$ cat src/logic/irpt_pkg.sv
// Package with register map, field positions and types for the 8-bit IR pulse timer.
package irpt_pkg;

  localparam logic [7:0] IRPT_OFF_CTRL8  = 8'h00;
  localparam logic [7:0] IRPT_OFF_COMMON = 8'h04;
  localparam logic [7:0] IRPT_OFF_HIGH   = 8'h08;
  localparam logic [7:0] IRPT_OFF_LOW    = 8'h0c;
  localparam logic [7:0] IRPT_OFF_STAT   = 8'h10;

  // Fields of timer8_control.
  localparam int IRPT_C0_EN    = 7;
  localparam int IRPT_C0_SINGLE = 6;
  localparam int IRPT_C0_TOUT  = 5;
  localparam int IRPT_C0_CLKLO = 3;
  localparam int IRPT_C0_CLKHI = 4;
  localparam int IRPT_C0_IMASK = 1;
  localparam int IRPT_C0_ROUTE = 0;

  // Fields of timer_common_control.
  localparam int IRPT_C1_MODELO = 6;
  localparam int IRPT_C1_MODEHI = 7;
  localparam int IRPT_C1_SEL    = 5;
  localparam int IRPT_C1_SUBLO  = 2;
  localparam int IRPT_C1_SUBHI  = 3;
  localparam int IRPT_C1_INIT8  = 1;
  localparam int IRPT_C1_INIT16 = 0;

  localparam logic [7:0] IRPT_RST_BYTE = 8'h00;
  localparam logic [7:0] IRPT_CNT_ONE  = 8'h01;
  localparam logic [7:0] IRPT_CNT_ZERO = 8'h00;

  localparam logic [1:0] IRPT_SUB_NORMAL = 2'h0;
  localparam logic [1:0] IRPT_SUB_PING   = 2'h1;
  localparam logic [1:0] IRPT_SUB_LOW    = 2'h2;
  localparam logic [1:0] IRPT_SUB_HIGH   = 2'h3;

  localparam int IRPT_CLK_NS   = 100;
  localparam int IRPT_FILT4_NS = 400;
  localparam int IRPT_FILT8_NS = 800;
  localparam logic [3:0] IRPT_FILT4_CYC = 4'(IRPT_FILT4_NS / IRPT_CLK_NS);
  localparam logic [3:0] IRPT_FILT8_CYC = 4'(IRPT_FILT8_NS / IRPT_CLK_NS);

  typedef enum logic [1:0] {
    IRPT_IDLE  = 2'b00,
    IRPT_FIRST = 2'b01,
    IRPT_COUNT = 2'b10,
    IRPT_DONE  = 2'b11
  } irpt_state_t;

  typedef struct packed {
    logic       psel;
    logic       penable;
    logic       pwrite;
    logic [7:0] paddr;
    logic [31:0] pwdata;
  } irpt_apb_req_t;

  typedef struct packed {
    logic [31:0] prdata;
    logic        pready;
    logic        pslverr;
  } irpt_apb_rsp_t;

endpackage : irpt_pkg

$ cat src/logic/irpt_timer.sv
// 8-bit IR pulse timer with shared transmit/demodulation control over APB.
// Behaviour
// - Terminal-count interrupt asserted only while interrupt-mask bit is 1; reset clears it.
// - Control bit 0 low keeps port output on pin; high drives timer output.
// - Writing 1 to enable field starts the 8-bit timer.
// - Pass field 0 reloads at terminal count; 1 stops there.
// - Timeout status sets at terminal count; only a write of 1 clears it.
// - First count tick after enable may come at any time.
// - Transmit sub-mode: normal, ping-pong, force 16-bit output low, force high.
// - Demodulation sub-mode selects glitch filter: none, 4 or 8 cycles.
// - Common bits 1 and 0 give initial 8-bit and 16-bit output levels; code applies bit 1 only, bit 0 sets no 16-bit output level.
// - Demodulation rise/fall flags set on edges; writing 1 clears them.
// - Mode field 0 means transmit, any other value demodulation.
// - Transmit routing bit puts combined timer output on the shared pin.
// - Demodulation routing bit selects port-2 or port-3 input pin.
// - Port-3 input capture may also raise interrupt request two.
// - On enable output takes initial level, then loads low or high reload.
// - Single pass counts to 0, stops, toggles, sets timeout, interrupts.
// - Repeating mode toggles, then reloads low or high by new level.
// - Repeating: first terminal count toggles only; second also sets timeout.
// - Reload registers writable anytime; used at next load only.
// - Start count 0 wraps to FFH, giving 256 steps.
//
// Implementation choice: register access over APB.
module irpt_timer
  import irpt_pkg::*;
(
  input  wire logic        clk_i,
  input  wire logic        rst_n_i,
  input  wire logic        ce_i,
  input  wire logic        psel_i,
  input  wire logic        penable_i,
  input  wire logic        pwrite_i,
  input  wire logic [7:0]  paddr_i,
  input  wire logic [31:0] pwdata_i,
  output logic      [31:0] prdata_o,
  output logic             pready_o,
  output logic             pslverr_o,
  input  wire logic        tick_i,
  input  wire logic        port_out_34_i,
  input  wire logic        port_out_36_i,
  input  wire logic        timer16_out_i,
  input  wire logic        port2_input_pin_i,
  input  wire logic        port3_input_pin_i,
  output logic             timer_output_pin_o,
  output logic             combined_output_pin_o,
  output logic             sixteen_bit_timer_output_o,
  output logic             demod_signal_o,
  output logic             timeout_irq_o,
  output logic             irq_two_capture_o
);

  irpt_apb_req_t req;
  irpt_apb_rsp_t rsp;
  assign req = '{psel: psel_i, penable: penable_i, pwrite: pwrite_i, paddr: paddr_i, pwdata: pwdata_i};

  logic [7:0]  ctrl8_ff;
  logic [7:0]  common_ff;
  logic [7:0]  high_ff;
  logic [7:0]  low_ff;
  logic [7:0]  cnt_ff;
  logic        out8_ff;
  logic        half_ff;
  logic        tout_ff;
  logic        rise_ff;
  logic        fall_ff;
  logic        irq_ff;
  logic        filt_ff;
  logic        raw_ff;
  logic [3:0]  fcnt_ff;
  logic [31:0] rdata_ff;
  irpt_state_t state_ff;

  logic wr_acc;
  logic rd_acc;
  logic hit;
  logic demod;
  logic tc;
  logic start;
  logic tout_ev;
  logic raw_in;
  logic [3:0] flen;
  logic [7:0] nxt_load;

  assign hit    = (req.paddr == IRPT_OFF_CTRL8) || (req.paddr == IRPT_OFF_COMMON) ||
                  (req.paddr == IRPT_OFF_HIGH) || (req.paddr == IRPT_OFF_LOW) ||
                  (req.paddr == IRPT_OFF_STAT);
  assign wr_acc = ce_i && req.psel && req.penable && req.pwrite;
  assign rd_acc = ce_i && req.psel && !req.penable && !req.pwrite;
  assign demod  = |common_ff[IRPT_C1_MODEHI:IRPT_C1_MODELO];
  assign start  = wr_acc && (req.paddr == IRPT_OFF_CTRL8) && req.pwdata[IRPT_C0_EN];
  assign tc     = (state_ff == IRPT_COUNT) && tick_i && (cnt_ff == IRPT_CNT_ONE);
  assign nxt_load = !out8_ff ? high_ff : low_ff;
  assign tout_ev = tc && (ctrl8_ff[IRPT_C0_SINGLE] || half_ff);

  // APB: writes take effect in the access phase; read data is latched in setup.
  assign rsp = '{prdata: rdata_ff, pready: 1'b1, pslverr: req.psel && req.penable && !hit};
  assign pready_o    = rsp.pready;
  assign pslverr_o   = rsp.pslverr;
  assign prdata_o    = rsp.prdata;

  always_ff @(posedge clk_i) begin
    if (!rst_n_i) begin
      rdata_ff <= '0;
    end else if (rd_acc) begin
      case (req.paddr)
        IRPT_OFF_CTRL8:  rdata_ff <= {24'h0, ctrl8_ff[7:6], tout_ff, ctrl8_ff[4:0]};
        IRPT_OFF_COMMON: rdata_ff <= demod ? {24'h0, common_ff[7:2], rise_ff, fall_ff} : {24'h0, common_ff};
        IRPT_OFF_HIGH:   rdata_ff <= {24'h0, high_ff};
        IRPT_OFF_LOW:    rdata_ff <= {24'h0, low_ff};
        IRPT_OFF_STAT:   rdata_ff <= {24'h0, cnt_ff};
        default:         rdata_ff <= '0;
      endcase
    end
  end

  always_ff @(posedge clk_i) begin
    if (!rst_n_i) begin
      ctrl8_ff  <= IRPT_RST_BYTE;
      common_ff <= IRPT_RST_BYTE;
    end else if (wr_acc) begin
      if (req.paddr == IRPT_OFF_CTRL8) begin
        ctrl8_ff <= {req.pwdata[7:6], 1'b0, req.pwdata[4:0]};
      end
      if (req.paddr == IRPT_OFF_COMMON) begin
        common_ff <= req.pwdata[7:0];
      end
    end
  end

  // Reload registers only feed the counter at a load, so a write lands at the next load.
  always_ff @(posedge clk_i) begin
    if (!rst_n_i) begin
      high_ff <= IRPT_RST_BYTE;
      low_ff  <= IRPT_RST_BYTE;
    end else if (wr_acc) begin
      if (req.paddr == IRPT_OFF_HIGH) begin
        high_ff <= req.pwdata[7:0];
      end
      if (req.paddr == IRPT_OFF_LOW) begin
        low_ff <= req.pwdata[7:0];
      end
    end
  end

  // Counting FSM; the first tick may arrive any cycle after the load.
  always_ff @(posedge clk_i) begin
    if (!rst_n_i) begin
      state_ff <= IRPT_IDLE;
      cnt_ff   <= IRPT_CNT_ZERO;
      out8_ff  <= 1'b0;
      half_ff  <= 1'b0;
    end else if (ce_i) begin
      if (start) begin
        out8_ff  <= common_ff[IRPT_C1_INIT8];
        cnt_ff   <= common_ff[IRPT_C1_INIT8] ? high_ff : low_ff;
        half_ff  <= 1'b0;
        state_ff <= IRPT_COUNT;
      end else begin
        case (state_ff)
          IRPT_COUNT: begin
            if (tc) begin
              out8_ff <= !out8_ff;
              if (ctrl8_ff[IRPT_C0_SINGLE]) begin
                cnt_ff   <= IRPT_CNT_ZERO;
                state_ff <= IRPT_DONE;
              end else begin
                cnt_ff  <= nxt_load;
                half_ff <= !half_ff;
              end
            end else if (tick_i) begin
              cnt_ff <= cnt_ff - 8'h01;
            end
          end
          IRPT_DONE: state_ff <= IRPT_DONE;
          IRPT_IDLE: state_ff <= IRPT_IDLE;
          default:   state_ff <= IRPT_IDLE;
        endcase
      end
    end
  end

  // Timeout status: a terminal count in the clearing cycle wins.
  always_ff @(posedge clk_i) begin
    if (!rst_n_i) begin
      tout_ff <= 1'b0;
    end else if (ce_i) begin
      if (tout_ev) begin
        tout_ff <= 1'b1;
      end else if (wr_acc && req.paddr == IRPT_OFF_CTRL8 && req.pwdata[IRPT_C0_TOUT]) begin
        tout_ff <= 1'b0;
      end
    end
  end

  always_ff @(posedge clk_i) begin
    if (!rst_n_i) begin
      irq_ff <= 1'b0;
    end else if (ce_i) begin
      irq_ff <= tout_ev && ctrl8_ff[IRPT_C0_IMASK];
    end
  end
  assign timeout_irq_o = irq_ff;

  // Demodulation input select and glitch filter.
  assign raw_in = common_ff[IRPT_C1_SEL] ? port3_input_pin_i : port2_input_pin_i;
  always_comb begin
    case (common_ff[IRPT_C1_SUBHI:IRPT_C1_SUBLO])
      IRPT_SUB_PING: flen = IRPT_FILT4_CYC;
      IRPT_SUB_LOW:  flen = IRPT_FILT8_CYC;
      default:       flen = 4'h0;
    endcase
  end

  always_ff @(posedge clk_i) begin
    if (!rst_n_i) begin
      raw_ff  <= 1'b0;
      fcnt_ff <= 4'h0;
      filt_ff <= 1'b0;
    end else if (ce_i) begin
      raw_ff <= raw_in;
      if (raw_ff == filt_ff) begin
        fcnt_ff <= 4'h0;
      end else if (fcnt_ff + 4'h1 >= flen) begin
        filt_ff <= raw_ff;
        fcnt_ff <= 4'h0;
      end else begin
        fcnt_ff <= fcnt_ff + 4'h1;
      end
    end
  end
  assign demod_signal_o = filt_ff;

  logic edge_rise;
  logic edge_fall;
  logic filt_d_ff;
  always_ff @(posedge clk_i) begin
    if (!rst_n_i) begin
      filt_d_ff <= 1'b0;
    end else if (ce_i) begin
      filt_d_ff <= filt_ff;
    end
  end
  assign edge_rise = demod && filt_ff && !filt_d_ff;
  assign edge_fall = demod && !filt_ff && filt_d_ff;

  always_ff @(posedge clk_i) begin
    if (!rst_n_i) begin
      rise_ff <= 1'b0;
      fall_ff <= 1'b0;
    end else if (ce_i) begin
      if (edge_rise) begin
        rise_ff <= 1'b1;
      end else if (wr_acc && demod && req.paddr == IRPT_OFF_COMMON && req.pwdata[IRPT_C1_INIT8]) begin
        rise_ff <= 1'b0;
      end
      if (edge_fall) begin
        fall_ff <= 1'b1;
      end else if (wr_acc && demod && req.paddr == IRPT_OFF_COMMON && req.pwdata[IRPT_C1_INIT16]) begin
        fall_ff <= 1'b0;
      end
    end
  end

  // Capture from the port-3 pin also requests interrupt two.
  assign irq_two_capture_o = demod && common_ff[IRPT_C1_SEL] && (edge_rise || edge_fall);

  // Output routing and the forced 16-bit output levels.
  always_comb begin
    case (common_ff[IRPT_C1_SUBHI:IRPT_C1_SUBLO])
      IRPT_SUB_LOW:  sixteen_bit_timer_output_o = 1'b0;
      IRPT_SUB_HIGH: sixteen_bit_timer_output_o = 1'b1;
      IRPT_SUB_NORMAL, IRPT_SUB_PING: sixteen_bit_timer_output_o = timer16_out_i;
      default:       sixteen_bit_timer_output_o = 1'b0;
    endcase
  end
  assign timer_output_pin_o    = ctrl8_ff[IRPT_C0_ROUTE] ? out8_ff : port_out_34_i;
  assign combined_output_pin_o = (!demod && common_ff[IRPT_C1_SEL]) ?
                                 (out8_ff | sixteen_bit_timer_output_o) : port_out_36_i;
endmodule : irpt_timer

$ cat config.mk
export PLATFORM = sky130hd
export DESIGN_NAME = irpt_timer
export DESIGN_NICKNAME = d
export VERILOG_FILES = /design/src/logic/irpt_pkg.sv /design/src/logic/irpt_timer.sv
export SDC_FILE = /design/constraint.sdc
export NUM_CORES = 1
export LEC_CHECK = 0
export BUFFER_PORTS_ARGS = -buffer_cell sky130_fd_sc_hd__buf_4
export CELL_PAD_IN_SITES_DETAIL_PLACEMENT = 1
export CELL_PAD_IN_SITES_GLOBAL_PLACEMENT = 1
export CORE_MARGIN = 2
export CORE_UTILIZATION = 35
export DETAILED_ROUTE_END_ITERATION = 8
export PLACE_DENSITY_LB_ADDON = 0.12
export SLEW_MARGIN = 20
export SYNTH_ARGS = -nofsm -noshare
export SYNTH_HDL_FRONTEND = slang
export SYNTH_SLANG_ARGS = --single-unit
$ cat constraint.sdc
create_clock -name clk_i -period 2.4 [get_ports clk_i]
set_input_delay 0.48 -clock clk_i [delete_from_list [all_inputs] [get_ports clk_i]]
set_output_delay 0.48 -clock clk_i [all_outputs]
set_load 0.01 [all_outputs]
======== Word-level counts from Yosys, hierarchy flattened ========
Cells that the tools add are included.
cells by class
  add/subtract/negate cells ............... 2
  reductions and logical operators ........ 61
  bitwise operators ....................... 2
  equal/unequal tests ..................... 14
  order comparisons ....................... 1
  mux-type cells .......................... 33
operators by type and width
  kind                                                                count
  8-bit two-way mux                                                   7
  8-bit case mux with 5 select lines                                  1
  1-bit logical AND                                                   25
  8-bit by 4-bit == test with 1-bit output, second input constant     2
  1-bit two-way mux                                                   16
  2-bit AND reduction                                                 7
  3-bit AND reduction                                                 4
  2-bit nonzero test                                                  5
  2-bit == test, second input constant                                4
  8-bit by 1-bit == test with 1-bit output, second input constant     1
  8-bit by 3-bit == test with 1-bit output, second input constant     1
  8-bit by 5-bit == test with 1-bit output, second input constant     1
  1-bit logical NOT                                                   8
  8-bit logical NOT                                                   1
  2-bit two-way mux                                                   4
  4-bit two-way mux                                                   2
  4-bit case mux with 2 select lines                                  1
  8-bit by 1-bit subtractor with 8-bit output, second input constant  1
  1-bit logical OR                                                    6
  3-bit inequality test, second input constant                        2
  4-bit by 1-bit adder with 4-bit output, second input constant       1
  4-bit >= comparator                                                 1
  2-bit case mux with 2 select lines                                  1
  4-bit AND reduction                                                 1
  other kinds (9)                                                     10
word-level totals
  bits in registers ....................... 86
  logic and storage cells ................. 130
  output and inout port bits .............. 40

======== Longest topological paths before layout ========
Gate-level depths: netlist of run 1.
  depth after elaboration ................. 8
  mapped depth ............................ 8
  gate-level depth less buffers ........... 8

======== Worst setup path after synthesis of run 1 ========
Ideal clock, no wire load.
  path kind ............................... input-to-reg
  from .................................... input port paddr_i[3]
  to ...................................... register cnt_ff[5]
  cell stages on the path ................. 6
  data required time ...................... 2.281 ns
  arrival time ............................ 1.963 ns
  path slack .............................. 0.318 ns
  path buffers ............................ 1
  library setup time ...................... 0.119 ns
  path through ............................ buf_6 > nor4_1 > nand2_1 > nor4b_2 > a21oi_1 > o221a_2
between the ends
  cells in the longest elaborated chain, start to end .. 5
  elaborated cells between the ends (all ways) .. 7
  classes of those cells .................. mux: 1; reduce/logical: 6
ends and longest elaborated chain
  item                                                                       line               RTL
  from (decl)                                                                irpt_timer.sv:34   input wire logic [7:0] paddr_i,
  8-bit logical NOT *                                                        irpt_timer.sv:91   assign start = wr_acc && (req.paddr == IRPT_OFF_CTRL8) && req.pwdata[IRPT_C0_EN];
  1-bit logical AND * (2 in a row)                                           irpt_timer.sv:91
  3-bit nonzero test (no line) / 2-bit nonzero test (equally long branches)  n/a
  3-bit AND reduction (no line)                                              n/a
  to (signal assigned)                                                       irpt_timer.sv:156  cnt_ff <= common_ff[IRPT_C1_INIT8] ? high_ff : low_ff;
  to (signal assigned)                                                       irpt_timer.sv:168  cnt_ff <= nxt_load;
  to (signal assigned)                                                       irpt_timer.sv:172  cnt_ff <= cnt_ff - 8'h01;
  to (decl)                                                                  irpt_timer.sv:61   logic [7:0] cnt_ff;
Every way passes the cells marked *; elsewhere a longest branch is shown, timed or not.
A chain may end at the register's enable or synchronous reset.

======== Final worst setup path of run 1 ========
  from .................................... register cnt_ff[1]
  to ...................................... register cnt_ff[2]
between the ends
  cells in the longest elaborated chain, start to end .. 5
  elaborated cells between the ends (all ways) .. 9
  classes of those cells .................. add/sub: 1; eq/ne: 1; mux: 4; reduce/logical: 3
ends and longest elaborated chain
  item                                                                                                            line                                 RTL
  8-bit by 1-bit subtractor with 8-bit output / 8-bit by 1-bit == test with 1-bit output (equally long branches)  irpt_timer.sv:172, irpt_timer.sv:92
  8-bit two-way mux / 1-bit logical AND (equally long branches)                                                   irpt_timer.sv:171, irpt_timer.sv:92
  8-bit two-way mux                                                                                               irpt_timer.sv:162                    if (tc) begin
  8-bit two-way mux                                                                                               irpt_timer.sv:160                    case (state_ff)
  8-bit two-way mux                                                                                               irpt_timer.sv:154                    if (start) begin
Several ways; a longest one is shown, not always the timed one. The select of a mux whose other input is x is not followed.

==> results.txt, run 1 <==
----------------------------------------------------
[Outcome]
  Result of the run ... completed

[Timing]
  Hold violation count in the final report ... 0
  Worst hold-check slack ... 0.4098 ns
  Finish-stage setup viols ... 0
  Summed negative setup slack over all endpoints ... 0 ns
  Worst Tran Pin Value ... 0.6821 ns
  Period utilisation layout ... 90.25%
  Final number of max-transition violations ... 0
  Final critical-path required period ... 2.166 ns
  Max Clk Rate ... 461.7 MHz
  Worst setup skew after layout ... 0.01322 ns
  RSZ-0062 raised after global routing ... false
  Worst relative slew slack ... 54.46%

[Worst setup path]
  Classification of the worst setup path ... reg2reg
  Nature of the critical path startpoint ... register
  WP data required ... 2.68 ns
  Data arrival, critical path ... 2.44 ns
  Category of the worst setup path capture point ... register
  Highest net fanout along the worst path ... 6

[Hold path]
  Path category of the worst min-delay check ... in2reg

[Placed design]
  # port buffers ... 42
  Final weighted congestion in routability-driven placement ... 0.8217
  Dpl hpwl ... 8304 um

[Global routing]
  Overall track demand over capacity in global routing ... 20.50%
  Initial antenna violation count ... 0
  First-pass GRT wire length ... around 18000 um
  Largest net degree at the start of global routing ... 65
  Remaining global-route overflow ... 0
  Vias in the first global route ... 3253

[Detailed routing]
  DRC errors left ... 0
  Routed WL ... 11170 um
  DRC violation total after the first TritonRoute iteration ... between 150 and 200
  Number of detailed-route iterations in the first pass ... 4
  Count of vias placed by the detailed router ... 3321
  Antenna Nets Post-Route ... 0
  Avg WL per Cell ... 17.76 um
  Avg Vias per Cell ... 5.280

[CTS]
  Hold_buf cts ... 0
  Worst-Skew Late Latency ... 0.35 ns
  Setup Buffers After CTS ... 0
  CTS tree ... built
  Clock tree buffer depth ... 2
  Post-CTS clock slew at the launch and capture registers of the worst setup and hold paths ... around 0.080 ns
  Clock net sink count ... 62
  Maximum level of the CTS H-tree ... 3
  Inserted Clock Buffers ... 9
  Clock root buffer ... clkbuf_8
  # resized after CTS ... 0

[Synth]
  Cell area after technology mapping ... 3682 sq um
  Share of the yosys chip area belonging to registers ... 33.71%
  Async SR Flop Fraction ... 0%
  Gate Count Post-Synth ... 431
  Synthesized flop and latch total ... 62
  Mean post-synth cell area ... 8.544 sq um
  Post-synth EDFFs ... 0
  Top_reg_cell synth ... dfxtp_1
  Total number of yosys warnings ... 0
  Netlist cell types ... 59

[Floorplanning]
  Die Height ... 106.6 um
  I/O Pins ... just over 90
  Area of the placeable core ... 10280 sq um
  Width of the die ... 106.6 um
  Die Area ... 11360 sq um
  Placement Rows ... 37
  Effective utilization at floorplan ... 35.83%

[Cells and area]
  Reg area ... roughly 1200 sq um
  Area of the multi-input gates ... about 2200 sq um
  Most common cell after layout, fill and taps aside ... buf_4
  Synthesis-to-finish area growth ... 19.84%
  Filler cell count ... 1265
  Fraction of layout instances using a drive strength above 1 ... about a fifth
  Number of nets in the final layout ... 545
  Most frequent cells in the layout ... buf_4, dfxtp_1, nand2_1
  Antenna diode count ... 0

[Pwr]
  Peak VDD IR ... 0.2060 mV
  Pwr Density ... about 520 nW/um^2
  Leakage ... 1.743 nW

[Flow run]
  Number of max-cap violations ... 0

----------------------------------------------------
flip-flops by register name, indices dropped and copies added (netlist names), 2 cells and up:
register	cells
cnt_ff	8
common_ff	8
prdata_o	8
ctrl8_ff	7
fcnt_ff	4
low_ff	8
high_ff	8
state_ff	2
worst max-delay path: stages, from the launching register on:
cell	delay (ns)
dfxtp_1	0.35
inv_1	0.09
ha_1	0.15
or3b_2	0.54
or2_2	0.37
nor4_1	0.29
o21ai_0	0.13
a31oi_1	0.17
layout make-up:
class                   count  area share (%)
flip-flops and latches     62           28.13
clock inverters             6           2.126
repair buffers             68           11.85
inverters                   6          0.5103
multi-input cells         341           50.41
clock buffers              10           3.119
well taps                 136           3.856
metal layers:
metal | routed length, um | GRT usage (%) | vias up
li1 | - | - | 1618
met1 | 5497 | 29.23 | 1612
met2 | 4980 | 30.66 | 68
met3 | 464 | 4.498 | 23
met4 | 228 | 6.772 | 0
met5 | 0 | 0 | -
power breakdown:
group | internal, mW | total (mW) | switching, mW
registers | 1.03 | 1.04 | 0.00531
clock network | 0.620 | 1.08 | 0.464
logic | 0.0740 | 0.175 | 0.101
total | 1.73 | 2.30 | 0.570
through the flow:
stage / setup WS [ns] / cells / cell area [sq um] / util [%] / power [mW]
after CTS: 0.2404 / 629 / 4413 / 42.94 / 2.335
final: 0.2340 / 629 / 4413 / 42.94 / 2.299
after global placement: 0.1458 / 613 / 4182 / 40.69 / 1.238
after global routing: 0.08908 / 629 / 4413 / 42.94 / 2.392
after floorplan: 0.3181 / 454 / 3769 / - / 1.183
after detailed placement: 0.07720 / 613 / 4182 / 40.69 / 1.241
final timing paths:
path / start / to / slack (ns) / cells after the start
setup / recovery: cnt_ff[1] / cnt_ff[2] / 0.23 / 7
hold / removal: pwdata_i[2] / common_ff[2] / 0.41 / 3
setup reg to reg: cnt_ff[1] / cnt_ff[2] / 0.23 / 7
hold reg to reg: rise_ff / rise_ff / 0.46 / 2
synth_stat cells, types with 3 or more instances:
cell,number,area [sq um]
a21boi_0,26,195.2
a21boi_1,3,22.52
a21oi_1,24,120.1
a31oi_1,3,18.77
and2_1,3,18.77
and3_1,5,31.28
buf_1,3,11.26
buf_4,25,187.7
clkbuf_1,13,48.80
dfxtp_1,62,1241
ha_1,5,62.56
inv_1,6,22.52
mux2_2,6,67.56
mux2i_1,40,400.4
nand2_1,55,206.5
nand2b_1,3,18.77
nand3_1,14,70.07
nand4b_1,3,26.28
nor2_1,18,67.56
nor2b_1,13,81.33
nor3_1,6,30.03
nor4_1,5,31.28
o21ai_0,24,120.1
o221ai_1,7,61.31
or3_1,3,18.77
xnor2_1,6,52.55
xor2_1,3,26.28
logic make-up after synthesis:
| family | synth area share, % |
|---|---|
| buf+inv | 8.223 |
| compound gates | 18.93 |
| mux | 13.01 |
| simple gates | 22.09 |
| xor+xnor | 2.141 |
| other cells | 0.2039 |
| fa+ha+maj | 1.699 |
| flops | 33.71 |
No activity file was read; power rests on OpenSTA's default activity.
==> run 2: changes to the inputs <==
--- a/config.mk
+++ b/config.mk
@@ -6,10 +6,10 @@
 export NUM_CORES = 1
 export LEC_CHECK = 0
 export BUFFER_PORTS_ARGS = -buffer_cell sky130_fd_sc_hd__buf_4
-export CELL_PAD_IN_SITES_DETAIL_PLACEMENT = 1
-export CELL_PAD_IN_SITES_GLOBAL_PLACEMENT = 1
+export CELL_PAD_IN_SITES_DETAIL_PLACEMENT = 2
+export CELL_PAD_IN_SITES_GLOBAL_PLACEMENT = 2
 export CORE_MARGIN = 2
-export CORE_UTILIZATION = 35
+export CORE_UTILIZATION = 31
 export DETAILED_ROUTE_END_ITERATION = 8
 export PLACE_DENSITY_LB_ADDON = 0.12
 export SLEW_MARGIN = 20
==> run 2 against run 1 <==
  * The flow now finishes with violations (design-rule violations)
  * Clock skew shrank 0.0088 ns
  * First-iteration DRC count shrank 36%
  * Sequential power is essentially flat
  * Flip-flop and latch count is the same
  * Sequential share of layout area shrank 0.44 points
  * Cell count grew 1.3%
  * Utilization shrank 4.0 points
  * Critical path depth is the same
  * Critical endpoint is now cnt_ff[0]
  * Largest power group unchanged
  * Highest routed layer unchanged
==> results.txt, run 2 (synthesis results as in run 1) <==
----------------------------------------------------
[Worst setup path]
  Nature of the critical path startpoint ... register
  Classification of the worst setup path ... reg2reg
  Data arrival, critical path ... 2.43 ns (about the same)
  Highest net fanout along the worst path ... 6 (unchanged)
  Category of the worst setup path capture point ... register
  Launch point of the critical path ... cnt_ff[1]
  Capture point of the worst reg-to-reg path ... cnt_ff[0]
  Register-to-register setup slack ... 0.23 ns (about the same)
  Beginning of the worst register-to-register path ... cnt_ff[1]
  WP data required ... 2.67 ns (about the same)
  R2R depth ... 7 (unchanged)

[Hold path]
  Hold EP ... low_ff[4]
  Worst hold path stage count ... 3 (unchanged)
  Path category of the worst min-delay check ... in2reg
  Hold wc startpoint ... pwdata_i[4]

[Cells and area]
  Number of nets in the final layout ... 547 (+0.37%)
  Most frequent cells in the layout ... buf_4, dfxtp_1, nand2_1
  Synthesis-to-finish area growth ... 21.75%
  Post-layout utilization of the core ... 38.93% (-4.0 points)
  Filler cell count ... 1330 (+5.1%)
  Fraction of layout instances using a drive strength above 1 ... 21.05% (-0.043 points)
  Area of the multi-input gates ... 2225 sq um (unchanged)
  Antenna diode count ... 0 (unchanged)
  Reg area ... 1241 sq um (unchanged)
  Most common cell after layout, fill and taps aside ... buf_4

[Timing]
  Final critical-path required period ... 2.165 ns (-0.0005910 ns)
  Worst setup skew after layout ... 0.004407 ns (-0.008811 ns)
  Finish-stage setup viols ... 0 (unchanged)
  Summed negative setup slack over all endpoints ... 0 ns (unchanged)
  Worst hold-check slack ... 0.4425 ns (+0.03276 ns)
  Final number of max-transition violations ... 0 (unchanged)
  RSZ-0062 raised after global routing ... false
  Max Clk Rate ... 461.8 MHz (about the same)
  Period utilisation layout ... 90.23% (about the same)
  Hold violation count in the final report ... 0 (unchanged)
  Worst Tran Pin Value ... 0.6278 ns (-0.05434 ns)
  Worst relative slew slack ... 58.09% (+3.6 points)
  Setup WS post-layout ... 0.2346 ns (+0.0005910 ns)

[Floorplanning]
  Placement Rows ... 39 (+5.4%)
  Die Area ... 12770 sq um (+12%)
  I/O Pins ... 92 (unchanged)
  Effective utilization at floorplan ... 31.98% (-3.9 points)
  Area of the placeable core ... 11520 sq um (+12%)
  Width of the die ... 113.0 um (+6.0%)
  Die Height ... 113.0 um (+6.0%)

[Detailed routing]
  Count of vias placed by the detailed router ... 3354 (+0.99%)
  Antenna Nets Post-Route ... 0 (unchanged)
  Avg WL per Cell ... 20.11 um (+13%)
  DRC violation total after the first TritonRoute iteration ... 119 (-36%)
  Routed WL ... 12810 um (+15%)
  Avg Vias per Cell ... 5.265 (-0.27%)
  Number of detailed-route iterations in the first pass ... 6 (+2)
  DRC errors left ... 1 (+1)

[Global routing]
  Vias in the first global route ... 3699 (+14%)
  Remaining global-route overflow ... 0 (unchanged)
  Overall track demand over capacity in global routing ... 21.10% (+0.59 points)
  First-pass GRT wire length ... 20560 um (+15%)
  Largest net degree at the start of global routing ... 65 (unchanged)
  Initial antenna violation count ... 0 (unchanged)

[Pwr]
  Internal power ... 1.935 mW (+12%)
  Reg power frac ... 41.3% (-3.9 points)
  Overall power of the completed layout ... 2.522 mW (+9.7%)
  NetSw ... 0.5876 mW (+3.0%)
  Peak VDD IR ... 0.3943 mV (+91%)
  Pwr Density ... 562.6 nW/um^2 (+8.0%)
  Comb power frac ... 7.2% (-0.4 points)
  Share of total power in the clock network ... 51.5% (+4.4 points)
  Switching power share of the total ... 23.30% (-1.5 points)
  Leakage ... 1.779 nW (+2.0%)

[Flow run]
  Number of max-cap violations ... 0 (unchanged)

[CTS]
  Clock tree buffer depth ... 2 (unchanged)
  Hold_buf cts ... 0 (unchanged)
  Inserted Clock Buffers ... 9 (unchanged)
  Clock net sink count ... 62 (unchanged)
  Setup Buffers After CTS ... 0 (unchanged)
  # resized after CTS ... 0 (unchanged)
  Post-CTS clock slew at the launch and capture registers of the worst setup and hold paths ... 0.05 ns (-0.03 ns)
  Maximum level of the CTS H-tree ... 3 (unchanged)
  Worst-Skew Late Latency ... 0.34 ns (about the same)
  CTS tree ... built
  Clock root buffer ... clkbuf_16

[Outcome]
  Violations in the final reports ... design-rule violations
  Result of the run ... complete, but fails checks

[Placed design]
  Dpl hpwl ... 9308 um (+12%)
  Final weighted congestion in routability-driven placement ... 0.7769 (-5.5%)
  # port buffers ... 42 (unchanged)
  Post-placement worst setup slack ... 0.07634 ns (-0.0008613 ns)

----------------------------------------------------
-- run 2: cell types whose count changed in the layout (fill, tap and decap cells not counted), moves of 2 or more --
cell	change
buf_4	+3
clkbuf_16	+9
clkinv_2	+2
clkbuf_8	-9
clkinv_4	-2
-- run 2: critical path, cell delays in order (launching register included) --
cell      delay (ns)
dfxtp_1         0.34
inv_1           0.09
ha_1            0.14
or3b_2          0.54
or2_2           0.36
nor4_1          0.33
o211ai_1        0.13
a21boi_1        0.15
-- run 2: power groups by stage --
stage	registers (mW)	clock network [mW]	logic (mW)
after global routing	1.04	1.37	0.197
after CTS	1.04	1.33	0.183
after floorplan	1.07	0	0.118
after detailed placement	1.06	0	0.182
after global placement	1.06	0	0.179
final	1.04	1.30	0.182
-- run 2: worst max-delay path by stage --
stage | endpoint | slack, ns | cells past startpoint
after CTS | cnt_ff[0] | 0.22 | 7
after global placement | cnt_ff[5] | 0.13 | 7
after floorplan | cnt_ff[5] | 0.32 | 6
after global routing | cnt_ff[2] | 0.08 | 7
after detailed placement | cnt_ff[0] | 0.08 | 6
final | cnt_ff[0] | 0.23 | 7
-- run 2: final cells by class --
cell class / count / share of cell area, %
clock buffer: 11 / 5.414
sequential: 62 / 27.69
inverter: 6 / 0.5024
multi-input combinational: 341 / 49.62
tap: 143 / 3.991
clock inverter: 4 / 1.061
timing repair buffer: 70 / 11.72
-- run 2: routing by layer --
metal / global-route usage, % / vias to the layer above / routed length [um]
met5: 0 / - / 0
met4: 5.203 / 0 / 139
met3: 4.874 / 12 / 397
met2: 37.75 / 46 / 6515
met1: 25.64 / 1688 / 5761
li1: - / 1608 / -
-- run 2: metrics by stage --
step / cell area (sq um) / cells
after floorplan: 3769 / 454
after global placement: 4193 / 622
after detailed placement: 4193 / 622
after CTS: 4483 / 637
after global routing: 4483 / 637
final: 4483 / 637
